$ cat src/hw/sslp_pkg.sv
// Purpose: Shared constants and types for the status and low-power block.
// Assumes: Byte-wide registers on a small index-addressed port.
// Notes: Index values and field spots not fixed elsewhere are local picks.
package sslp_pkg;
    localparam int ADDR_W = 4;
    localparam logic [3:0] IDX_IRQ_A = 4'h0;
    localparam logic [3:0] IDX_IRQ_B = 4'h1;
    localparam logic [3:0] IDX_IRQ_C = 4'h2;
    localparam logic [3:0] IDX_BRK_WAKE = 4'h3;
    localparam logic [3:0] IDX_RST_CAUSE = 4'h4;
    localparam logic [3:0] IDX_BRK_CTRL = 4'h5;
    localparam logic [3:0] IDX_OPTIONS = 4'h6;
    localparam int BIT_BREAK_ENDED_LOWPOWER_FLAG = 1;
    localparam int BIT_BREAK_CLEAR_ENABLE = 7;
    localparam int BIT_SHORT_RECOVERY_OPTION = 0;
    localparam int BIT_WDOG_DIS = 1;
    localparam int BIT_POR = 7;
    localparam int BIT_PIN = 6;
    localparam int BIT_WDOG = 5;
    localparam int BIT_BADOP = 4;
    localparam int BIT_BADADR = 3;
    localparam int BIT_MON = 2;
    localparam int BIT_LOWV = 1;
    localparam logic [7:0] RST_VAL = 8'h00;
    localparam logic [7:0] POR_ONLY = 8'h80;
    localparam int REC_LONG = 4096;
    localparam int REC_SHORT = 32;
    localparam int CNT_W = 13;

    typedef enum logic [1:0] {
        ST_RUN,
        ST_WAIT,
        ST_STOP,
        ST_RECOVER
    } sslp_state_type;

    typedef struct packed {
        logic por;
        logic pin;
        logic wdog;
        logic bad_op;
        logic bad_adr;
        logic lowv;
    } sslp_rst_type;

    typedef struct packed {
        logic [ADDR_W-1:0] addr;
        logic [7:0] wdata;
        logic wr;
        logic rd;
    } sslp_bus_type;
endpackage

$ cat src/hw/sslp_core.sv
// Purpose: Interrupt status view, break handling, wait/stop sequencing
//          and reset cause capture for the system integration logic.
// Assumes: All inputs synchronous to i_clock; slow clock is a level input.
// Notes: Notes on behaviour follow.
// Notes on behaviour
// Each pending flag reads 1 while its source requests, else 0.
// Unused bits of the three pending registers always read zero.
// All reset causes equal, above every interrupt, never arbitrated.
// Break request forces the core to the software interrupt vector.
// In break, flags clear only when break clear enable is 1.
// A flag cleared during break stays cleared after break ends.
// Two-step clears stay protected in break; second step after clears.
// Wait or stop instruction clears the core global interrupt mask.
// Wait gates core clock only; enabled interrupt stacks one cycle on.
// Reset or break ends wait and stop; break sets the wake flag.
// Watchdog disable option zero keeps watchdog running in wait.
// Stop resets recovery counter, stops clocks; irq, reset, break exit.
// Recovery is 4096 slow cycles, or 32 with short option set.
// Counter held in reset until recovery, then times recovery.
// Software should keep short recovery clear with a crystal.
// Wake flag reads 1 after break exit; cleared by zero write, reset.
// Reading the reset cause register clears all its flags.
// Power-on sets the power-on flag and clears the others.
// Pin, watchdog, bad opcode, bad fetch, low voltage: own flags.
// Monitor flag set when vector erased after power-on, irq high.
// Pending registers are read-only; writes change nothing.
`timescale 1ns/1ns
`default_nettype none
module sslp_core #(
    parameter int REC_LONG_CYC = sslp_pkg::REC_LONG,
    parameter int REC_SHORT_CYC = sslp_pkg::REC_SHORT
) (
    input wire logic i_clock,
    input wire logic i_nrst,
    input wire sslp_pkg::sslp_bus_type i_bus,
    output logic [7:0] o_rdata,
    input wire logic [15:1] i_irq_req,
    input wire logic i_wake_irq,
    input wire logic i_break_irq,
    input wire logic i_break_done,
    input wire logic i_wait_exec,
    input wire logic i_stop_exec,
    input wire logic i_slow_clk,
    input wire sslp_pkg::sslp_rst_type i_rst_req,
    input wire logic i_vector_erased,
    input wire logic i_irq_at_supply,
    output logic o_force_swi,
    output logic o_flag_clear_allow,
    output logic o_clear_imask,
    output logic o_cpu_clk_en,
    output logic o_periph_clk_en,
    output logic o_stack_start,
    output logic o_watchdog_run,
    output logic o_sys_reset
);
    sslp_pkg::sslp_state_type state_ff, nxt_state;
    logic [7:0] rdata_ff, rcause_ff, nxt_rcause;
    logic [7:0] stat_a, stat_b, stat_c, rd_mux;
    logic [1:0] opt_ff;
    logic [sslp_pkg::CNT_W-1:0] cnt_ff, nxt_cnt;
    logic break_ended_lowpower_flag_ff, break_clear_enable_ff, brk_ff, slow_prev_ff, por_dly_ff;
    logic swi_ff, allow_ff, imask_ff, cpu_en_ff, per_en_ff;
    logic stack_ff, wdog_ff, sysrst_ff, brk_wake_ff, nxt_brk_wake;
    logic tick, rst_any, in_low, brk_low, rec_done, go_low;
    logic wr_wake, wr_ctrl, wr_opt, rd_rc, mon_hit;
    logic [sslp_pkg::CNT_W-1:0] rec_last;

    // Pending flags follow their sources live; empty positions tie low.
    assign stat_a = {i_irq_req[6:3], 1'b0, i_irq_req[1], 2'b00};
    assign stat_b = {i_irq_req[14:10], 1'b0, i_irq_req[8:7]};
    assign stat_c = {7'h00, i_irq_req[15]};

    // Pending registers have no write decode at all.
    assign wr_wake = i_bus.wr && i_bus.addr == sslp_pkg::IDX_BRK_WAKE;
    assign wr_ctrl = i_bus.wr && i_bus.addr == sslp_pkg::IDX_BRK_CTRL;
    assign wr_opt = i_bus.wr && i_bus.addr == sslp_pkg::IDX_OPTIONS;
    assign rd_rc = i_bus.rd && i_bus.addr == sslp_pkg::IDX_RST_CAUSE;

    always_comb begin
        case (i_bus.addr)
            sslp_pkg::IDX_IRQ_A: rd_mux = stat_a;
            sslp_pkg::IDX_IRQ_B: rd_mux = stat_b;
            sslp_pkg::IDX_IRQ_C: rd_mux = stat_c;
            sslp_pkg::IDX_BRK_WAKE: rd_mux = 8'(break_ended_lowpower_flag_ff) << sslp_pkg::BIT_BREAK_ENDED_LOWPOWER_FLAG;
            sslp_pkg::IDX_RST_CAUSE: rd_mux = rcause_ff;
            sslp_pkg::IDX_BRK_CTRL: rd_mux = 8'(break_clear_enable_ff) << sslp_pkg::BIT_BREAK_CLEAR_ENABLE;
            sslp_pkg::IDX_OPTIONS: rd_mux = {6'h00, opt_ff};
            default: rd_mux = 8'h00;
        endcase
    end

    // Every cause is simply OR-ed; no cause waits behind another.
    assign rst_any = |i_rst_req;
    assign tick = i_slow_clk && !slow_prev_ff;
    assign in_low = state_ff == sslp_pkg::ST_WAIT
        || state_ff == sslp_pkg::ST_STOP;
    assign brk_low = in_low && i_break_irq && !rst_any;
    assign go_low = state_ff == sslp_pkg::ST_RUN && !rst_any;
    assign rec_last = opt_ff[sslp_pkg::BIT_SHORT_RECOVERY_OPTION]
        ? sslp_pkg::CNT_W'(REC_SHORT_CYC - 1)
        : sslp_pkg::CNT_W'(REC_LONG_CYC - 1);
    assign rec_done = state_ff == sslp_pkg::ST_RECOVER && tick
        && cnt_ff == rec_last;
    assign mon_hit = por_dly_ff && i_vector_erased && i_irq_at_supply;

    always_comb begin
        nxt_state = state_ff;
        nxt_cnt = cnt_ff;
        nxt_brk_wake = brk_wake_ff;
        case (state_ff)
            sslp_pkg::ST_RUN: begin
                if (i_stop_exec) begin
                    nxt_state = sslp_pkg::ST_STOP;
                end else if (i_wait_exec) begin
                    nxt_state = sslp_pkg::ST_WAIT;
                end
            end
            sslp_pkg::ST_WAIT: begin
                if (i_wake_irq || i_break_irq) begin
                    nxt_state = sslp_pkg::ST_RUN;
                end
            end
            sslp_pkg::ST_STOP: begin
                nxt_cnt = '0;
                if (i_wake_irq || i_break_irq) begin
                    nxt_state = sslp_pkg::ST_RECOVER;
                    nxt_brk_wake = i_break_irq;
                end
            end
            sslp_pkg::ST_RECOVER: begin
                if (rec_done) begin
                    nxt_state = sslp_pkg::ST_RUN;
                    nxt_cnt = '0;
                end else if (tick) begin
                    nxt_cnt = cnt_ff + 1'b1;
                end
            end
            default: nxt_state = sslp_pkg::ST_RUN;
        endcase
        // Reset ends any low-power mode at once.
        if (rst_any) begin
            nxt_state = sslp_pkg::ST_RUN;
            nxt_cnt = '0;
        end
    end

    // A new cause wins over a clearing read in the same cycle.
    always_comb begin
        nxt_rcause = rd_rc ? 8'h00 : rcause_ff;
        if (rst_any) begin
            nxt_rcause = 8'h00;
            nxt_rcause[sslp_pkg::BIT_PIN] = i_rst_req.pin;
            nxt_rcause[sslp_pkg::BIT_WDOG] = i_rst_req.wdog;
            nxt_rcause[sslp_pkg::BIT_BADOP] = i_rst_req.bad_op;
            nxt_rcause[sslp_pkg::BIT_BADADR] = i_rst_req.bad_adr;
            nxt_rcause[sslp_pkg::BIT_LOWV] = i_rst_req.lowv;
        end
        if (i_rst_req.por) begin
            nxt_rcause = sslp_pkg::POR_ONLY;
        end
        if (mon_hit) begin
            nxt_rcause[sslp_pkg::BIT_MON] = 1'b1;
        end
    end

    always_ff @(posedge i_clock or negedge i_nrst) begin
        if (!i_nrst) begin
            state_ff <= sslp_pkg::ST_RUN;
            cnt_ff <= '0;
            brk_wake_ff <= 1'b0;
            rcause_ff <= sslp_pkg::RST_VAL;
            rdata_ff <= 8'h00;
            slow_prev_ff <= 1'b0;
            por_dly_ff <= 1'b0;
        end else begin
            state_ff <= nxt_state;
            cnt_ff <= nxt_cnt;
            brk_wake_ff <= nxt_brk_wake;
            rcause_ff <= nxt_rcause;
            rdata_ff <= i_bus.rd ? rd_mux : 8'h00;
            slow_prev_ff <= i_slow_clk;
            por_dly_ff <= i_rst_req.por;
        end
    end

    // Software-owned bits; the wake flag set beats a zero write.
    always_ff @(posedge i_clock or negedge i_nrst) begin
        if (!i_nrst) begin
            break_ended_lowpower_flag_ff <= 1'b0;
            break_clear_enable_ff <= 1'b0;
            opt_ff <= 2'b00;
        end else begin
            if (rst_any) begin
                break_ended_lowpower_flag_ff <= 1'b0;
            end else if (brk_low) begin
                break_ended_lowpower_flag_ff <= 1'b1;
            end else if (wr_wake && !i_bus.wdata[sslp_pkg::BIT_BREAK_ENDED_LOWPOWER_FLAG]) begin
                break_ended_lowpower_flag_ff <= 1'b0;
            end
            if (wr_ctrl) begin
                break_clear_enable_ff <= i_bus.wdata[sslp_pkg::BIT_BREAK_CLEAR_ENABLE];
            end
            if (wr_opt) begin
                opt_ff <= i_bus.wdata[1:0];
            end
        end
    end

    // Break state lasts until the core reports its handler return.
    always_ff @(posedge i_clock or negedge i_nrst) begin
        if (!i_nrst) begin
            brk_ff <= 1'b0;
            swi_ff <= 1'b0;
            allow_ff <= 1'b1;
        end else begin
            if (rst_any) begin
                brk_ff <= 1'b0;
            end else if (i_break_irq) begin
                brk_ff <= 1'b1;
            end else if (i_break_done) begin
                brk_ff <= 1'b0;
            end
            // Break forcing waits out stop recovery, then fires once.
            swi_ff <= !rst_any && ((i_break_irq
                && state_ff != sslp_pkg::ST_STOP)
                || (rec_done && brk_wake_ff));
            // Peripherals clear only on this grant; what they clear stays
            // cleared, and a pending second step simply waits for it.
            allow_ff <= !brk_ff || break_clear_enable_ff;
        end
    end

    // Clock gating and wake pulses.
    always_ff @(posedge i_clock or negedge i_nrst) begin
        if (!i_nrst) begin
            imask_ff <= 1'b0;
            cpu_en_ff <= 1'b1;
            per_en_ff <= 1'b1;
            stack_ff <= 1'b0;
            wdog_ff <= 1'b0;
            sysrst_ff <= 1'b0;
        end else begin
            imask_ff <= go_low && (i_wait_exec || i_stop_exec);
            cpu_en_ff <= nxt_state == sslp_pkg::ST_RUN;
            per_en_ff <= nxt_state == sslp_pkg::ST_RUN
                || nxt_state == sslp_pkg::ST_WAIT;
            stack_ff <= !rst_any && ((state_ff == sslp_pkg::ST_WAIT
                && i_wake_irq && !i_break_irq)
                || (rec_done && !brk_wake_ff));
            wdog_ff <= !opt_ff[sslp_pkg::BIT_WDOG_DIS];
            sysrst_ff <= rst_any;
        end
    end

    assign o_rdata = rdata_ff;
    assign o_force_swi = swi_ff;
    assign o_flag_clear_allow = allow_ff;
    assign o_clear_imask = imask_ff;
    assign o_cpu_clk_en = cpu_en_ff;
    assign o_periph_clk_en = per_en_ff;
    assign o_stack_start = stack_ff;
    assign o_watchdog_run = wdog_ff;
    assign o_sys_reset = sysrst_ff;

    // Checks.
    wait_wake_a: assert property (@(posedge i_clock) disable iff (!i_nrst)
        state_ff == sslp_pkg::ST_WAIT && i_wake_irq && !i_break_irq
        && !rst_any |=> o_stack_start && o_cpu_clk_en)
        else $error("wait wake did not stack");
    imask_clr_a: assert property (@(posedge i_clock) disable iff (!i_nrst)
        go_low && i_stop_exec |=> o_clear_imask && !o_periph_clk_en)
        else $error("stop entry wrong");
    break_ended_lowpower_flag_set_a: assert property (@(posedge i_clock) disable iff (!i_nrst)
        brk_low |=> break_ended_lowpower_flag_ff)
        else $error("break wake flag not set");
    rc_read_a: assert property (@(posedge i_clock) disable iff (!i_nrst)
        rd_rc && !rst_any && !mon_hit |=> rcause_ff == 8'h00)
        else $error("reset cause not cleared on read");
    por_flag_a: assert property (@(posedge i_clock) disable iff (!i_nrst)
        i_rst_req.por ##1 !mon_hit |-> rcause_ff == sslp_pkg::POR_ONLY)
        else $error("power-on flags wrong");
    stop_hold_a: assert property (@(posedge i_clock) disable iff (!i_nrst)
        state_ff == sslp_pkg::ST_STOP |=> cnt_ff == '0)
        else $error("counter ran in stop");
    rec_end_a: assert property (@(posedge i_clock) disable iff (!i_nrst)
        rec_done && !rst_any |=> state_ff == sslp_pkg::ST_RUN
        && (o_stack_start || o_force_swi))
        else $error("recovery end wrong");
    rec_min_a: assert property (@(posedge i_clock) disable iff (!i_nrst)
        $rose(state_ff == sslp_pkg::ST_RECOVER) |->
        state_ff == sslp_pkg::ST_RECOVER [*8])
        else $error("recovery too short");
    brk_swi_a: assert property (@(posedge i_clock) disable iff (!i_nrst)
        i_break_irq && !rst_any && state_ff == sslp_pkg::ST_RUN
        |=> o_force_swi)
        else $error("break did not force vector");
    protect_a: assert property (@(posedge i_clock) disable iff (!i_nrst)
        brk_ff && !break_clear_enable_ff |=> !o_flag_clear_allow)
        else $error("flags clearable in break");
    unused_a: assert property (@(posedge i_clock) disable iff (!i_nrst)
        i_bus.rd && i_bus.addr == sslp_pkg::IDX_IRQ_C
        |=> o_rdata[7:1] == 7'h00)
        else $error("unused bits set");
    rst_wins_a: assert property (@(posedge i_clock) disable iff (!i_nrst)
        rst_any |=> state_ff == sslp_pkg::ST_RUN && o_sys_reset)
        else $error("reset did not win");
    wait_cov: cover property (@(posedge i_clock) disable iff (!i_nrst)
        state_ff == sslp_pkg::ST_WAIT ##1 o_stack_start);
    stop_cov: cover property (@(posedge i_clock) disable iff (!i_nrst)
        rec_done && !brk_wake_ff);
    brk_cov: cover property (@(posedge i_clock) disable iff (!i_nrst)
        brk_low && state_ff == sslp_pkg::ST_STOP);
    brk_wait_cov: cover property (@(posedge i_clock) disable iff (!i_nrst)
        brk_low && state_ff == sslp_pkg::ST_WAIT);
    rc_clr_cov: cover property (@(posedge i_clock) disable iff (!i_nrst)
        rd_rc && rcause_ff != 8'h00);

    // Status view, wake flag, break, watchdog, clock gating, reset cause and counter; reset is excluded where it may win.
    stat_a_a: assert property (@(posedge i_clock)
        disable iff (!i_nrst) i_bus.rd && i_bus.addr == sslp_pkg::IDX_IRQ_A
        |=> o_rdata[3] == 1'b0 && o_rdata[1:0] == 2'b00)
        else $error("pending a spare bits set");
    stat_b_a: assert property (@(posedge i_clock)
        disable iff (!i_nrst) i_bus.rd && i_bus.addr == sslp_pkg::IDX_IRQ_B
        |=> o_rdata[2] == 1'b0)
        else $error("pending b spare bit set");
    pend_live_a: assert property (@(posedge i_clock)
        disable iff (!i_nrst) i_bus.rd && i_bus.addr == sslp_pkg::IDX_IRQ_C
        |=> o_rdata[0] == $past(i_irq_req[15]))
        else $error("pending flag does not follow source");
    wake_clr_a: assert property (@(posedge i_clock)
        disable iff (!i_nrst) wr_wake && !i_bus.wdata[sslp_pkg::BIT_BREAK_ENDED_LOWPOWER_FLAG]
        && !brk_low && !rst_any |=> !break_ended_lowpower_flag_ff)
        else $error("wake flag not cleared by write");
    wake_rst_a: assert property (@(posedge i_clock)
        disable iff (!i_nrst) rst_any
        |=> !break_ended_lowpower_flag_ff)
        else $error("wake flag survived reset");
    allow_on_a: assert property (@(posedge i_clock)
        disable iff (!i_nrst) !brk_ff
        |=> o_flag_clear_allow)
        else $error("flags locked outside break");
    swi_stop_a: assert property (@(posedge i_clock)
        disable iff (!i_nrst) i_break_irq && state_ff == sslp_pkg::ST_STOP
        |=> !o_force_swi)
        else $error("vector forced before recovery");
    wdog_run_a: assert property (@(posedge i_clock)
        disable iff (!i_nrst) !opt_ff[sslp_pkg::BIT_WDOG_DIS]
        |=> o_watchdog_run)
        else $error("watchdog stopped");
    wait_clk_a: assert property (@(posedge i_clock)
        disable iff (!i_nrst) state_ff == sslp_pkg::ST_WAIT
        |-> !o_cpu_clk_en && o_periph_clk_en)
        else $error("wait clock gating wrong");
    stop_clk_a: assert property (@(posedge i_clock)
        disable iff (!i_nrst) state_ff == sslp_pkg::ST_STOP
        |-> !o_cpu_clk_en && !o_periph_clk_en)
        else $error("stop clock gating wrong");
    pin_flag_a: assert property (@(posedge i_clock)
        disable iff (!i_nrst) i_rst_req.pin && !i_rst_req.por
        |=> rcause_ff[sslp_pkg::BIT_PIN])
        else $error("pin reset flag missing");
    imask_wait_a: assert property (@(posedge i_clock)
        disable iff (!i_nrst) go_low && i_wait_exec && !i_stop_exec
        |=> o_clear_imask && !o_cpu_clk_en)
        else $error("wait entry wrong");
    rec_cnt_a: assert property (@(posedge i_clock)
        disable iff (!i_nrst) state_ff == sslp_pkg::ST_RECOVER && tick
        && !rec_done && !rst_any |=> cnt_ff == $past(cnt_ff) + 1'b1)
        else $error("recovery counter skipped");
endmodule
`default_nettype wire

$ cat config.mk
export PLATFORM = sky130hd
export DESIGN_NAME = sslp_core
export DESIGN_NICKNAME = d
export VERILOG_FILES = /design/src/hw/sslp_pkg.sv /design/src/hw/sslp_core.sv
export SDC_FILE = /design/constraint.sdc
export NUM_CORES = 1
export LEC_CHECK = 0
export ABC_AREA = 1
export ABC_CLOCK_PERIOD_IN_PS = 4750
export BUFFER_PORTS_ARGS = -buffer_cell sky130_fd_sc_hd__buf_2
export CORE_ASPECT_RATIO = 1.25
export CORE_UTILIZATION = 56
export DETAILED_ROUTE_END_ITERATION = 10
export GPL_TIMING_DRIVEN = 0
export MAX_ROUTING_LAYER = met4
export PLACE_DENSITY = 0.84
export SYNTH_ARGS = -nofsm -noshare
export SYNTH_HDL_FRONTEND = slang
export SYNTH_SLANG_ARGS = --single-unit
$ cat constraint.sdc
create_clock -name i_clock -period 4.75 [get_ports i_clock]
set_clock_uncertainty 0.1 [all_clocks]
set_input_delay 0.95 -clock i_clock [delete_from_list [all_inputs] [get_ports i_clock]]
set_output_delay 0.95 -clock i_clock [all_outputs]
set_load 0.005 [all_outputs]
==> results.py, run 1 <==
metrics = {
    "routing": {
        "routed_wl_mm": 4.54,
        "antenna_left": 0,
        "detail_route.wl_per_cell_um": 11.6,
        "vias": 1990,
        "dr.pass1.iters": 4,
        "drt_iter0_markers": 89,
        "drc": 0,
        "viasPerCell": 5.08,
    },
    "sta": {
        "slew_violations": 0,
        "hold_ws_ns": 0.299,
        "relSlewSlack_pct": 35.7,
        "min_period_ns": 2.03,
        "maxClockFrequency_mhz": 493,
        "min_period_over_period_pct": 42.7,
        "setup_viol": 0,
        "hold_violations": 0,
        "rsz0062_at_grt": "no",
        "worst_pin_slew_ns": 0.964,
        "setup_tns_ns": 0,
    },
    "power": {
        "clkPwrFrac_pct": 33.6,
        "power.density_mw_per_mm2": 266,
        "p_leak_nw": 1.40,
        "vdd_drop_max_mv": 0.221,
        "switching_share_pct": 23.4,
        "power_mw": 0.716,
        "seq_power_share_pct": 57.6,
        "p_int_mw": 0.548,
        "p_comb_share_pct": 8.8,
        "power_switching_mw": 0.167,
    },
    "yosys": {
        "ys_types": 26,
        "synth_async_sr_flop_share_pct": 100,
        "ys_seq_elements": 46,
        "netlist_area_mm2": 0.00226,
        "ys.flop_type": "dfrtp_1",
        "syn_inst": 277,
        "ys_seq_area_share_pct": 51.1,
        "synth_edf_count": 0,
        "synth_area_per_cell_um2": 8.16,
        "synthesis.nets": 328,
        "yosysWarnings": 0,
    },
    "clocking": {
        "htreeDepth": 2,
        "tritoncts": "done",
        "postCtsSetupRepairBufs": 0,
        "clock-root-buffer": "clkbuf_8",
        "cts.clk_slew.worst_paths_ns": 0.08,
        "ctsHoldBuffers": 0,
        "clock_sinks": 46,
        "ctsLongestPathBuffers": 2,
        "insertion_delay_ns": 0.29,
        "cts_buffers": 5,
        "cts_resized": 0,
    },
    "setup_path": {
        "cp-start-kind": "primary input",
        "endpoint_kind": "flop",
        "r2r_slack_ns": 2.84,
        "critPathMaxFanout": 9,
        "crit_required_ns": 4.86,
        "worstSetupPathType": "primary input to flop",
        "arrival_ns": 2.14,
    },
    "grt": {
        "gr-total-overflow": 0,
        "grt_max_degree": 47,
        "grt_pass1_wl_mm": 7.73,
        "grt_usage_pct": 24.6,
        "grt_pass1_vias": 1821,
        "antenna_found_initial": 0,
    },
    "floorplanning": {
        "die-area_mm2": 0.00430,
        "start_util_pct": 59.2,
        "die_w_um": 58.8,
        "rows": 25,
        "coreArea_mm2": 0.00382,
        "fp.dieH_um": 73.0,
        "ios": 61,
    },
    "worst_hold_path": {
        "hp-class": "flop to flop",
    },
    "status": {
        "status": "finished, final reports clean",
    },
    "placement": {
        "dp.cells": 384,
        "io_buffers": 53,
        "gp_congestion": 0.910,
        "dpl.hpwl_mm": 3.47,
    },
    "layout": {
        "nets": 388,
        "final_cells": 392,
        "drive_gt1_share_pct": 24.3,
        "synthToLayoutAreaGrowth_pct": 18.8,
        "antennaDiodeCount": 0,
    },
    "run": {
        "drv_cap": 0,
    },
}
==> power by group through the flow <==
stage / Clock [mW] / Sequential (mW) / Combinational [mW]
CTS: 0.244 / 0.412 / 0.0637
floorplan: 0 / 0.419 / 0.0268
detailed placement: 0 / 0.420 / 0.0632
global route: 0.255 / 0.414 / 0.0726
finish: 0.240 / 0.412 / 0.0630
global placement: 0 / 0.420 / 0.0620
==> layout make-up <==
cell class / instances / area [µm²]
Multi-Input combinational cell: 180 / 915
Sequential cell: 46 / 1150
Clock buffer: 7 / 86.3
Inverter: 51 / 191
Tap cell: 54 / 67.6
Fill cell: 338 / 1130
Timing Repair Buffer: 53 / 265
Clock inverter: 1 / 5.00
==> final timing paths <==
kind	cells past startpoint	start	endpoint
worst max-delay path	10	i_rst_req[2]	cnt_ff[4]
min in group asynchronous	1	i_nrst	o_rdata[5]
max in group asynchronous	1	i_nrst	cnt_ff[6]
worst min register to register	1	brk_ff	o_flag_clear_allow
worst min-delay path	1	brk_ff	o_flag_clear_allow
worst max register to register	11	state_ff[0]	cnt_ff[12]
==> sequential cells by signal, indices dropped and copies added (netlist names) <==
signal and flops:
cnt_ff 13, o_rdata 8, rcause_ff 7, opt_ff 2
state_ff 2, break_clear_enable_ff 1, break_ended_lowpower_flag_ff 1, brk_ff 1
brk_wake_ff 1, o_clear_imask 1, o_cpu_clk_en 1, o_flag_clear_allow 1
o_force_swi 1, o_periph_clk_en 1, o_stack_start 1, o_sys_reset 1
o_watchdog_run 1, por_dly_ff 1, slow_prev_ff 1
==> synth_stat cells (5+ instances only) <==
cell / instances / area share (%)
nand3_1: 14 / 3.1
nor2_1: 29 / 4.8
o21ai_0: 16 / 3.5
nand2_1: 61 / 10
nand2_2: 6 / 1.7
dfrtp_1: 43 / 48
a21oi_1: 16 / 3.5
ha_1: 6 / 3.3
nor2_2: 5 / 1.4
inv_1: 48 / 8.0
==> layout by cell type, fill, tap and decap left out, types with 14 or more instances in the layout <==
cell | synthesis | routed
inv_1 | 48 | 48
o21ai_0 | 16 | 16
a21oi_1 | 16 | 16
buf_2 | 0 | 53
nand3_1 | 14 | 14
nand2_1 | 61 | 61
dfrtp_1 | 43 | 43
nor2_1 | 29 | 29
==> logic make-up after synthesis <==
group | count (synthesis) | synth area share (%)
AO/OA/AOI/OAI | 44 | 11.1
XOR/XNOR | 4 | 1.55
adder cells (fa/ha/maj) | 6 | 3.32
buffers and inverters | 51 | 8.47
flip-flops | 46 | 51.1
AND/OR/NAND/NOR | 126 | 24.5
==> metrics by stage <==
| stage | cell area, µm² | utilization (%) | setup WS [ns] |
|---|---|---|---|
| after global placement | 2590 | 68.0 | 2.43 |
| final | 2690 | 70.4 | 2.72 |
| after global routing | 2690 | 70.4 | 2.54 |
| after CTS | 2690 | 70.4 | 2.72 |
| after floorplan | 2260 | - | 2.73 |
| after detailed placement | 2590 | 68.0 | 2.42 |
==> layer usage <==
layer	wire (µm)	part of all wire [%]	up-vias	global-route usage, %
met1	1980	44	943	29.5
met5	0	0	-	-
met2	2300	51	44	40.4
met3	155	3.4	11	4.96
li1	-	-	992	-
met4	108	2.4	0	9.52
==> worst max-delay path, cell delays in order <==
cell	delay, ns
buf_2	0.10
inv_1	0.06
nand2_1	0.05
nor2_1	0.12
nand2_2	0.17
nor2_4	0.23
inv_2	0.11
nand2_2	0.13
inv_2	0.09
nor3_1	0.14
Power figures use the tool's default switching activity.
==> inputs of run 2 (changes only) <==
ABC_CLOCK_PERIOD_IN_PS = 2100   (was 4750)
CORE_UTILIZATION = 52   (was 56)
PLACE_DENSITY = 0.79   (was 0.84)
clock period = 2.1 ns   (was 4.75 ns; I/O delays follow)
==> run 2 against run 1 <==
Critical path depth unchanged. First-iteration DRC count shrank 45%. Global-route usage fell by 0.10 points. Setup slack got worse by 2.5 ns. Worst hold slack worse by 0.15 ns. Non-clock buffer count did not move. Clock power increased to 3.2 times the previous value. Sequential share of layout area down 0.77 points. Critical path type is now flop to flop. Largest cell class unchanged.
==> results.py, run 2 (synthesis results as in run 1) <==
metrics = {
    "layout": {
        "n_fill_cell": 383,
        "drive_gt1_share_pct": 24.9,
        "max_flop_register": "cnt_ff",
        "nets": 388,
        "regArea_mm2": 0.00115,
        "synthToLayoutAreaGrowth_pct": 20.9,
        "final_cells": 394,
        "multi_input_area_um2": 915,
        "largest_reg_flops": 13,
        "layout_common_cells": "nand2_1 (61), buf_2 (53), inv_1 (47), dfrtp_1 (43), nor2_1 (29)",
        "antennaDiodeCount": 0,
        "final_common_cell": "nand2_1",
    },
    "setup_path": {
        "worstSetupPathType": "flop to flop",
        "max_stage_delay_ns": 0.44,
        "critPathMostFrequentCell": "inv_2",
        "path_cells": "inv_2 -> ha_1 -> inv_1 -> o22ai_2 -> nor2_4 -> nor2_2 -> nand2_1 -> inv_2 -> nand3_1 -> a21oi_1",
        "critPathMaxFanout": 5,
        "endpoint_kind": "flop",
        "crit_family": "flip-flops",
        "cp-start-kind": "flop",
        "crit_buf_inv": 3,
        "crit_slowest_cell": "dfrtp_1",
        "arrival_ns": 2.02,
        "crit_required_ns": 2.23,
    },
    "clocking": {
        "cts_buffers": 5,
        "cts.clk_slew.worst_paths_ns": 0.08,
        "cts_resized": 0,
        "ctsHoldBuffers": 0,
        "postCtsSetupRepairBufs": 0,
        "clock_sinks": 46,
        "ctsLongestPathBuffers": 2,
        "htreeDepth": 2,
        "clock-root-buffer": "clkbuf_8",
        "insertion_delay_ns": 0.30,
        "tritoncts": "done",
    },
    "sta": {
        "worst_pin_slew_ns": 0.974,
        "setup_tns_ns": 0,
        "slew_violations": 0,
        "relSlewSlack_pct": 35.1,
        "hold_violations": 0,
        "hold_ws_ns": 0.150,
        "maxClockFrequency_mhz": 528,
        "setup_viol": 0,
        "rsz0062_at_grt": "no",
        "min_period_ns": 1.89,
        "min_period_over_period_pct": 90.2,
    },
    "placement": {
        "io_buffers": 53,
        "dp.cells": 386,
        "dpl.hpwl_mm": 3.44,
        "gp_congestion": 0.896,
    },
    "power": {
        "p_leak_nw": 1.42,
        "vdd_drop_max_mv": 0.449,
        "power.density_mw_per_mm2": 678,
    },
    "routing": {
        "dr.pass1.iters": 4,
        "routed_wl_mm": 4.63,
        "drc": 0,
        "antenna_left": 0,
        "viasPerCell": 4.98,
        "detail_route.wl_per_cell_um": 11.7,
        "vias": 1964,
        "drt_iter0_markers": 49,
    },
    "floorplanning": {
        "start_util_pct": 54.7,
        "coreArea_mm2": 0.00413,
        "rows": 26,
        "ios": 61,
        "fp.dieH_um": 75.7,
        "die-area_mm2": 0.00462,
        "die_w_um": 61.0,
    },
    "run": {
        "drv_cap": 0,
    },
    "grt": {
        "grt_max_degree": 47,
        "grt_pass1_vias": 1916,
        "grt_pass1_wl_mm": 8.08,
        "grt_usage_pct": 24.5,
        "gr-total-overflow": 0,
        "antenna_found_initial": 0,
    },
    "worst_hold_path": {
        "hp-class": "primary input to flop",
    },
    "status": {
        "status": "finished, final reports clean",
    },
}
## run 2: report_power, final
group	total, mW	internal (mW)	switching (mW)
combinational	0.144	0.0561	0.0877
clock	0.776	0.476	0.300
sequential	0.933	0.918	0.0146
total	1.85	1.45	0.402
## run 2: path summary, 6_finish.rpt
path / endpoint / slack, ns / from / cells after the start
max reg2reg: cnt_ff[10] / 0.21 / state_ff[0] / 10
min in group asynchronous: o_rdata[6] / 0.17 / i_nrst / 1
min: slow_prev_ff / 0.15 / i_slow_clk / 1
max in group asynchronous: por_dly_ff / 1.12 / i_nrst / 1
min reg2reg: o_flag_clear_allow / 0.30 / brk_ff / 1
max: cnt_ff[10] / 0.21 / state_ff[0] / 10
## run 2: final cells by class
type,instances,share of cell area [%]
multi-input combinational,180,33.5
timing repair buffer,53,9.70
inverter,51,7.00
sequential,46,42.2
tap,56,2.56
clock inverter,3,2.52
clock buffer,5,2.52
## run 2: per-stage QoR
step / utilization, % / total power, mW / area, µm² / setup slack (ns)
floorplan: - / 1.01 / 2260 / 0.440
global placement: 62.8 / 1.09 / 2600 / 0.269
detailed placement: 62.8 / 1.09 / 2600 / 0.197
CTS: 66.2 / 1.87 / 2730 / 0.152
global route: 66.2 / 1.93 / 2730 / 0.0294
finish: 66.2 / 1.85 / 2730 / 0.206
## run 2: layer usage
layer | share of wire [%] | routed length [µm] | track usage (%)
met4 | 2.3 | 107 | 10.4
met2 | 51 | 2340 | 40.2
met1 | 43 | 1990 | 28.9
met5 | 0 | 0 | -
met3 | 4.2 | 196 | 5.26
## run 2: worst register-to-register path: stages (launching register included)
cell and delay [ns]:
dfrtp_1 0.44, inv_2 0.12, ha_1 0.20, inv_1 0.11, o22ai_2 0.23, nor2_4 0.08
nor2_2 0.16, nand2_1 0.09, inv_2 0.09, nand3_1 0.07, a21oi_1 0.14
